===== src/pkg/csc_pkg.sv =====
package csc_pkg;

	// ------------------------------------------------------------
	// Register map
	// ------------------------------------------------------------
	localparam logic [7:0] CSC_ADDR_STATUS = 8'h03;
	localparam logic [7:0] CSC_ADDR_CONFIG = 8'h04;
	localparam logic [7:0] CSC_CFG_RST     = 8'h31;
	localparam logic [7:0] CSC_RD_UNMAPPED = 8'h00;

	// Configuration fields
	localparam int CSC_CFG_TMR_HI  = 7;
	localparam int CSC_CFG_TMR_LO  = 6;
	localparam int CSC_CFG_TMR_EN  = 5;
	localparam int CSC_CFG_SENSOR  = 4;
	localparam int CSC_CFG_RESTART = 3;
	localparam int CSC_CFG_TERMDIS = 2;
	localparam int CSC_CFG_SUSPEND = 1;
	localparam int CSC_CFG_CHG_EN  = 0;

	// Status fields
	localparam int CSC_ST_THERM   = 7;
	localparam int CSC_ST_IPL     = 6;
	localparam int CSC_ST_TSUS    = 5;
	localparam int CSC_ST_TERM    = 4;
	localparam int CSC_ST_RSVD    = 3;
	localparam int CSC_ST_CHG_TO  = 2;
	localparam int CSC_ST_PRE_TO  = 1;
	localparam int CSC_ST_BATF    = 0;

	// ------------------------------------------------------------
	// Synchronised analog status inputs
	// ------------------------------------------------------------
	localparam int CSC_IN_THERM = 0;
	localparam int CSC_IN_IPL   = 1;
	localparam int CSC_IN_TSUS  = 2;
	localparam int CSC_IN_TERM  = 3;
	localparam int CSC_IN_BATF  = 4;
	localparam int CSC_IN_PRE   = 5;
	localparam int CSC_IN_UNDERVOLTAGE_LOCKOUT  = 6;
	localparam int CSC_IN_W     = 7;
	localparam logic [6:0] CSC_FLT_UNDERVOLTAGE_LOCKOUT_MASK = 7'h40;
	localparam logic [6:0] CSC_FLT_ALL_MASK  = 7'h7F;

	// ------------------------------------------------------------
	// Timing
	// ------------------------------------------------------------
	localparam int CSC_CLK_PERIOD_NS = 100;
	localparam int CSC_MINUTE_MS     = 60_000;
	localparam int CSC_MIN_CYCLES    = CSC_MINUTE_MS * (1_000_000 / CSC_CLK_PERIOD_NS);
	localparam int CSC_MIN_CNT_W     = 30;
	localparam int CSC_MIN_PER_HR    = 60;

	localparam int CSC_TO_A_HR = 4;
	localparam int CSC_TO_B_HR = 5;
	localparam int CSC_TO_C_HR = 6;
	localparam int CSC_TO_D_HR = 8;
	localparam int CSC_PRE_MIN = 30;

	localparam int CSC_TMR_W = 9;
	localparam logic [8:0] CSC_TO_A_MIN = 9'(CSC_TO_A_HR * CSC_MIN_PER_HR);
	localparam logic [8:0] CSC_TO_B_MIN = 9'(CSC_TO_B_HR * CSC_MIN_PER_HR);
	localparam logic [8:0] CSC_TO_C_MIN = 9'(CSC_TO_C_HR * CSC_MIN_PER_HR);
	localparam logic [8:0] CSC_TO_D_MIN = 9'(CSC_TO_D_HR * CSC_MIN_PER_HR);
	localparam logic [8:0] CSC_PRE_LIM  = 9'(CSC_PRE_MIN);

endpackage


===== src/pkg/csc_timer_if.sv =====
`timescale 1ns/100ps
interface csc_timer_if;
	import csc_pkg::*;

	logic                 clr;
	logic                 adv;
	logic [CSC_TMR_W-1:0] limit;
	logic                 expired;

	modport ctrl (output clr, output adv, output limit, input expired);
	modport tmr  (input clr, input adv, input limit, output expired);
endinterface


===== src/core/csc_charge_timer.sv =====
`timescale 1ns/100ps
module csc_charge_timer
	import csc_pkg::*;
(
	// Clock and reset
	input  wire logic i_clk_sys,
	input  wire logic i_arst_n,
	// Control
	csc_timer_if.tmr  tif
);

	logic [CSC_TMR_W-1:0] cnt_r;
	logic [CSC_TMR_W-1:0] cnt_nxt;
	logic                 exp_r;
	logic                 exp_nxt;
	logic                 hit;

	// One minute tick per advance; stops once expired
	assign hit     = tif.adv && !exp_r && ((cnt_r + 9'h001) == tif.limit);
	assign cnt_nxt = tif.clr ? '0 : ((tif.adv && !exp_r) ? cnt_r + 9'h001 : cnt_r);
	// Expiry in the same cycle as a clear is kept
	assign exp_nxt = hit | (exp_r & ~tif.clr);

	always_ff @(posedge i_clk_sys or negedge i_arst_n)
	begin
		if (!i_arst_n)
		begin
			cnt_r <= '0;
			exp_r <= 1'b0;
		end
		else
		begin
			cnt_r <= cnt_nxt;
			exp_r <= exp_nxt;
		end
	end

	assign tif.expired = exp_r;

endmodule


===== src/core/csc_charger_regs.sv =====
// Functional notes
// RULE_01 - Status at 0x03, read-only, writes ignored
// RULE_02 - Bit 7 set during thermal current cutback
// RULE_03 - Bit 6 set while input-power-limit loop active
// RULE_04 - Config at 0x04, all bits read/write
// RULE_05 - Timer field bits 7:6; reset value 0x31
// RULE_06 - Undervoltage lockout reloads all defaults
// RULE_07 - Timer codes give 4, 5, 6, 8 hours
// RULE_08 - Software writes reset bit 1 then 0
// RULE_09 - Enable toggle never restarts charge algorithm
// RULE_10 - Suspend bit freezes safety and pre-charge timers
// RULE_11 - Status 5,4,2,1,0 flags; bit 3 zero
`timescale 1ns/100ps
module csc_charger_regs
	import csc_pkg::*;
#(
	parameter int   P_MIN_CYCLES      = CSC_MIN_CYCLES,
	parameter logic P_CHG_EN_DEFAULT  = 1'b1
)
(
	// Clock and reset
	input  wire logic       i_clk_sys,
	input  wire logic       i_arst_n,
	// Register port of the serial interface
	input  wire logic [7:0] i_reg_addr,
	input  wire logic       i_reg_wr,
	input  wire logic       i_reg_rd,
	input  wire logic [7:0] i_reg_wdata,
	output logic      [7:0] o_reg_rdata,
	// Analog charger state, asynchronous
	input  wire logic       i_thermal_reg,
	input  wire logic       i_input_power_limit_loop,
	input  wire logic       i_thermal_suspend,
	input  wire logic       i_term_current,
	input  wire logic       i_battery_temp_fault_flag,
	input  wire logic       i_precharge_phase,
	input  wire logic       i_undervoltage_lockout,
	// Charger control
	output logic            o_charge_on,
	output logic            o_sensor_type,
	output logic      [7:0] o_charger_config_reg
);

	localparam logic [7:0] CFG_RST_V = {CSC_CFG_RST[7:1], P_CHG_EN_DEFAULT};

	// ------------------------------------------------------------
	// Input synchronisers
	// ------------------------------------------------------------
	logic [CSC_IN_W-1:0] s1_r;
	logic [CSC_IN_W-1:0] s2_r;
	logic [CSC_IN_W-1:0] s3_r;
	logic [CSC_IN_W-1:0] flt_r;
	logic [CSC_IN_W-1:0] raw_in;
	logic [CSC_IN_W-1:0] agree;
	logic [CSC_IN_W-1:0] flt_mask;
	logic [CSC_IN_W-1:0] flt_nxt;
	logic                undervoltage_lockout;

	assign raw_in   = {i_undervoltage_lockout, i_precharge_phase, i_battery_temp_fault_flag,
		i_term_current, i_thermal_suspend, i_input_power_limit_loop, i_thermal_reg};
	assign agree    = ~(s2_r ^ s3_r);
	assign undervoltage_lockout     = flt_r[CSC_IN_UNDERVOLTAGE_LOCKOUT];
	// Live status flags drop to default while lockout holds
	assign flt_mask = undervoltage_lockout ? CSC_FLT_UNDERVOLTAGE_LOCKOUT_MASK : CSC_FLT_ALL_MASK; // see RULE_06
	assign flt_nxt  = ((agree & s3_r) | (~agree & flt_r)) & flt_mask;

	always_ff @(posedge i_clk_sys or negedge i_arst_n)
	begin
		if (!i_arst_n)
		begin
			s1_r  <= '0;
			s2_r  <= '0;
			s3_r  <= '0;
			flt_r <= '0;
		end
		else
		begin
			s1_r  <= raw_in;
			s2_r  <= s1_r;
			s3_r  <= s2_r;
			flt_r <= flt_nxt;
		end
	end

	// ------------------------------------------------------------
	// Configuration register
	// ------------------------------------------------------------
	logic [7:0] cfg_r;
	logic [7:0] cfg_nxt;
	logic       sel_status;
	logic       sel_config;
	logic       wr_cfg;

	assign sel_status = (i_reg_addr == CSC_ADDR_STATUS);
	assign sel_config = (i_reg_addr == CSC_ADDR_CONFIG);
	assign wr_cfg     = i_reg_wr && sel_config; // see RULE_04
	// Status has no write path at all
	assign cfg_nxt    = undervoltage_lockout ? CFG_RST_V : (wr_cfg ? i_reg_wdata : cfg_r); // see RULE_01

	always_ff @(posedge i_clk_sys or negedge i_arst_n)
	begin
		if (!i_arst_n)
			cfg_r <= CFG_RST_V; // see RULE_05
		else
			cfg_r <= cfg_nxt; // see RULE_06
	end

	// ------------------------------------------------------------
	// Safety timers
	// ------------------------------------------------------------
	csc_timer_if fast_if ();
	csc_timer_if pre_if ();

	logic [CSC_MIN_CNT_W-1:0] min_cnt_r;
	logic                     min_tick;
	logic                     run_base;
	logic                     restart_hold;
	logic [CSC_TMR_W-1:0]     fast_limit;
	logic [1:0]               tmr_code;

	assign min_tick     = (min_cnt_r == CSC_MIN_CNT_W'(P_MIN_CYCLES - 1));
	// Held in restart while the reset bit is 1; released by writing 0
	assign restart_hold = cfg_r[CSC_CFG_RESTART] | undervoltage_lockout; // see RULE_08
	// Enable bit is not a restart source, so toggling it keeps counts
	assign run_base     = min_tick & cfg_r[CSC_CFG_TMR_EN] & o_charge_on
		& ~cfg_r[CSC_CFG_SUSPEND] & ~undervoltage_lockout; // see RULE_10
	assign tmr_code     = cfg_r[CSC_CFG_TMR_HI:CSC_CFG_TMR_LO];
	assign fast_limit   = (tmr_code == 2'h0) ? CSC_TO_A_MIN :
		(tmr_code == 2'h1) ? CSC_TO_B_MIN :
		(tmr_code == 2'h2) ? CSC_TO_C_MIN : CSC_TO_D_MIN; // see RULE_07

	assign fast_if.clr   = restart_hold; // see RULE_09
	assign fast_if.adv   = run_base & ~flt_r[CSC_IN_PRE];
	assign fast_if.limit = fast_limit;
	assign pre_if.clr    = restart_hold;
	assign pre_if.adv    = run_base & flt_r[CSC_IN_PRE];
	assign pre_if.limit  = CSC_PRE_LIM;

	always_ff @(posedge i_clk_sys or negedge i_arst_n)
	begin
		if (!i_arst_n)
			min_cnt_r <= '0;
		else if (min_tick)
			min_cnt_r <= '0;
		else
			min_cnt_r <= min_cnt_r + 30'h0000_0001;
	end

	csc_charge_timer u_fast_timer
	(
		.i_clk_sys (i_clk_sys),
		.i_arst_n  (i_arst_n),
		.tif       (fast_if.tmr)
	);

	csc_charge_timer u_pre_timer
	(
		.i_clk_sys (i_clk_sys),
		.i_arst_n  (i_arst_n),
		.tif       (pre_if.tmr)
	);

	// ------------------------------------------------------------
	// Status, read data and charger control
	// ------------------------------------------------------------
	logic [7:0] status_w;
	logic [7:0] rd_sel;
	logic [7:0] rdata_r;
	logic       timeout;
	logic       chg_on_r;
	logic       chg_on_nxt;

	assign status_w = {flt_r[CSC_IN_THERM],      // see RULE_02
		flt_r[CSC_IN_IPL],                        // see RULE_03
		flt_r[CSC_IN_TSUS], flt_r[CSC_IN_TERM],
		1'b0, fast_if.expired, pre_if.expired,
		flt_r[CSC_IN_BATF]};                      // see RULE_11
	assign rd_sel   = sel_status ? status_w : (sel_config ? cfg_r : CSC_RD_UNMAPPED);
	assign timeout  = fast_if.expired | pre_if.expired;
	// Termination disable keeps charging past timers and taper current
	assign chg_on_nxt = cfg_r[CSC_CFG_CHG_EN] & ~restart_hold & ~cfg_r[CSC_CFG_SUSPEND]
		& ~flt_r[CSC_IN_TSUS] & ~flt_r[CSC_IN_BATF]
		& (cfg_r[CSC_CFG_TERMDIS] | ~(timeout | flt_r[CSC_IN_TERM]));

	always_ff @(posedge i_clk_sys or negedge i_arst_n)
	begin
		if (!i_arst_n)
		begin
			rdata_r  <= 8'h00;
			chg_on_r <= 1'b0;
		end
		else
		begin
			rdata_r  <= i_reg_rd ? rd_sel : rdata_r;
			chg_on_r <= chg_on_nxt;
		end
	end

	assign o_reg_rdata          = rdata_r;
	assign o_charge_on          = chg_on_r;
	assign o_sensor_type        = cfg_r[CSC_CFG_SENSOR];
	assign o_charger_config_reg = cfg_r;
endmodule


===== config.mk =====
export PLATFORM = sky130hd
export DESIGN_NAME = csc_charger_regs
export DESIGN_NICKNAME = d
export VERILOG_FILES = /design/src/pkg/csc_pkg.sv /design/src/pkg/csc_timer_if.sv /design/src/core/csc_charge_timer.sv /design/src/core/csc_charger_regs.sv
export SDC_FILE = /design/constraint.sdc
export NUM_CORES = 1
export LEC_CHECK = 0
export BUFFER_PORTS_ARGS = -buffer_cell sky130_fd_sc_hd__buf_4
export CAP_MARGIN = 10
export CORE_MARGIN = 2
export CORE_UTILIZATION = 55
export CTS_BUF_LIST = sky130_fd_sc_hd__clkbuf_8
export CTS_CLUSTER_DIAMETER = 30
export DETAILED_ROUTE_END_ITERATION = 10
export PLACE_DENSITY_LB_ADDON = 0.08
export REMOVE_ABC_BUFFERS = 1
export SLEW_MARGIN = 20
export SYNTH_ARGS = -nofsm -noshare
export SYNTH_HDL_FRONTEND = slang
export SYNTH_HIERARCHICAL = 1
export SYNTH_SLANG_ARGS = --single-unit

===== constraint.sdc =====
create_clock -name i_clk_sys -period 3.3 [get_ports i_clk_sys]
set_input_delay 0.165 -clock i_clk_sys [delete_from_list [all_inputs] [get_ports i_clk_sys]]
set_output_delay 0.165 -clock i_clk_sys [all_outputs]
set_load 0.01 [all_outputs]

==> out/metrics.cfg <==
[timing]
final-setup-viol-count=0
max_freq_mhz=380
drv_slew=0
rsz0062_at_grt=false
relSlewSlack=0.414
period_share=0.797
skew_ps=14.9
tightest_slew_ps=872
period_minus_slack_ps=2630
fin_tns_setup_ps=0
hold_viol=0

[final_layout]
final_cell_mix=92 x dfrtp_1, 50 x nor2_1, 48 x buf_4
largest_reg_flops=30
diodes=0
nets=542
final_common_cell=dfrtp_1
instances_no_fill=619
nFillCells=681
area_growth_pct=16.3
largest_register=min_cnt_r
drive_gt1_frac=0.154
top_regs=min_cnt_r: 30 flops, u_fast_timer/cnt_r: 9 flops, u_pre_timer/cnt_r: 9 flops
design_area_um2=5250

[routing]
route.detailed.drc=0
drt_wl_total_mm=8.67
vias_per_cell=5.26
first_iter_violations=141
route.vias.total=3259
wl_per_cell_um=14.0
ant_nets=0
wl_met3_um=188
top_layer=met4
routedLengthMet1_mm=4.25
first_pass_iters=4
wl_met2_mm=4.13

[critical_path]
cpMostUsedCell=nor2_1
cp_data_required_time_ps=3530
arrival_ps=2860
startpoint_type=register
crit_start=min_cnt_r[0]
crit_family=simple AND/OR/NAND/NOR gates
cp_num_buf_inv=1
reg2reg_from=min_cnt_r[0]
cp-end-kind=register
cp_cell_sequence=ha_1, nand4_1, nor2_1, buf_4, nand3_1, nor3_1, nor2b_1, nand2b_1, nor2_1, xnor2_1, nor2_1
r2r_cells=11
max_stage_delay_ps=420
crit_fanout=7
r2r_end=u_pre_timer/cnt_r[5]
critPathKind=register to register
r2r_setup_slack_ps=670
crit_slowest_cell=nor2b_1

[clocking]
cts.sinks=95
path_clk_slew_ps=100
clkLatencyLatePin_ps=350
cts_buffer_depth=2
cts-root-buf=clkbuf_8
cts_buffers=9
cts_tree=built
post_cts_buffers=0
htreeDepth=3

[synthesis]
ys_seq_area_frac=0.528
syn_avg_cell_area_um2=10.2
synth_edf_count=0
ys.warnings.count=6
synthCells=443
ys_seq_elements=95
syn_area_um2=4510
ys_types=47
synth_ff_type=dfrtp_1
ys_async_sr_fraction=1.00

[worst_hold_path]
hold_path_end=o_charger_config_reg[7]
min_path_cells=3
min_from=i_reg_wdata[7]
min_path_type=input port to register

[pwr]
swShare=0.251
leakagePower_nw=2.31
power_frac_seq=0.579
p_per_area_nw_per_um2=398
switching_power_mw=0.523
p_comb_frac=0.063
vdd_drop_max_v=0.000287
clock_power_share=0.358
internal-power_mw=1.56

[place]
dp_hpwl_mm=6.25
place_congestion=0.815
placed_cell_area_um2=4970
placed_cells=595
port-buffer-count=44

[global_route]
overflow=0
grt_pass1_vias=3098
grt_usage=0.214
antenna_found_initial=0
grt_max_degree=71
grt_pass1_wl_mm=14.7

[die]
die_y_um=94.5
die_x_um=94.5
die-area_um2=8940
start_util=0.557
io_pins=45
rows=33
core_area_um2=8090

[run]
drv_cap=0

[outcome]
outcome=complete, no violations

## routing by layer
layer | vias up | GRT usage
met3 | 6 | 0.0431
li1 | 1635 | -
met2 | 43 | 0.335
met1 | 1575 | 0.301
met5 | - | 0
met4 | 0 | 0.0700
## cell usage after synthesis (all sizes together) (2+ instances only)
cell	number	share of area
and4	5	0.010
dfrtp	92	0.51
inv	17	0.014
nor3	13	0.014
o22ai	4	0.0056
a22oi	7	0.012
clkbuf	8	0.0072
xor2	21	0.041
nand2	45	0.037
nand2b	5	0.0069
xnor2	42	0.082
a32o	2	0.0044
ha	6	0.017
conb	2	0.0017
buf	6	0.010
a31oi	3	0.0042
nand3	15	0.022
nand4	15	0.024
and3	9	0.013
nor4b	2	0.0039
o21ai	18	0.020
a21oi	25	0.028
nor3b	3	0.0050
or3	4	0.0058
a211o	3	0.0058
nor2b	3	0.0042
nor2	50	0.042
dfstp	3	0.017
nor4	7	0.016
## power by group through the flow
stage               clock, mW  combinational, mW  sequential (mW)
floorplan                   0             0.0410             1.23
global placement            0              0.124             1.23
detailed placement          0              0.126             1.23
CTS                     0.768              0.134             1.21
global route            0.819              0.149             1.21
finish                  0.748              0.131             1.21
## worst min-delay path, stage by stage
cell,delay [ps]
buf_4,110
nand2_1,50
a21oi_1,50
## final cells by class
cell class              count  area [um2]  share of cell area
flip-flops and latches     95        2380               0.454
inverters                  17        63.8              0.0122
repair buffers             56         440              0.0840
well taps                 105         131              0.0250
clock inverters             6        56.3              0.0107
clock buffers              10         138              0.0262
multi-input cells         330        2030               0.388
## cells by family (layout without fill, tap and decap cells)
group | count (synthesis) | after routing | synth area share
AOI/OAI and AO/OA | 63 | 63 | 0.0810
DFF | 95 | 95 | 0.528
buffers and inverters | 31 | 89 | 0.0314
and+or+nand+nor | 181 | 181 | 0.214
xor gates and xnor gates | 63 | 63 | 0.122
muxes | 1 | 1 | 0.00222
adders and majority gates | 7 | 7 | 0.0189
other | 2 | 15 | 0.00167
## worst max-delay path by stage
| stage | end | slack (ps) | cells past startpoint |
|---|---|---|---|
| global route | u_fast_timer/tif.expired | 410 | 10 |
| finish | u_pre_timer/cnt_r[5] | 670 | 11 |
| global placement | u_fast_timer/cnt_r[7] | 780 | 11 |
| detailed placement | u_pre_timer/cnt_r[7] | 710 | 11 |
| floorplan | u_fast_timer/cnt_r[5] | 940 | 10 |
| CTS | u_pre_timer/cnt_r[7] | 700 | 11 |
## per-stage QoR
step	hold WS (ps)	utilization	total power [mW]	setup slack [ps]
finish	47.6	0.648	2.09	670
global route	40.2	0.648	2.18	408
CTS	33.2	0.648	2.11	700
detailed placement	275	0.614	1.36	708
global placement	274	0.614	1.35	777
floorplan	-131	-	1.27	936
## repair_timing
item / CTS / global route
gates resized for setup: 0 / 0
hold buffers: 8 / 0
hold endpoints to repair: 72 / 0
No activity file was read; power rests on OpenSTA's default activity.
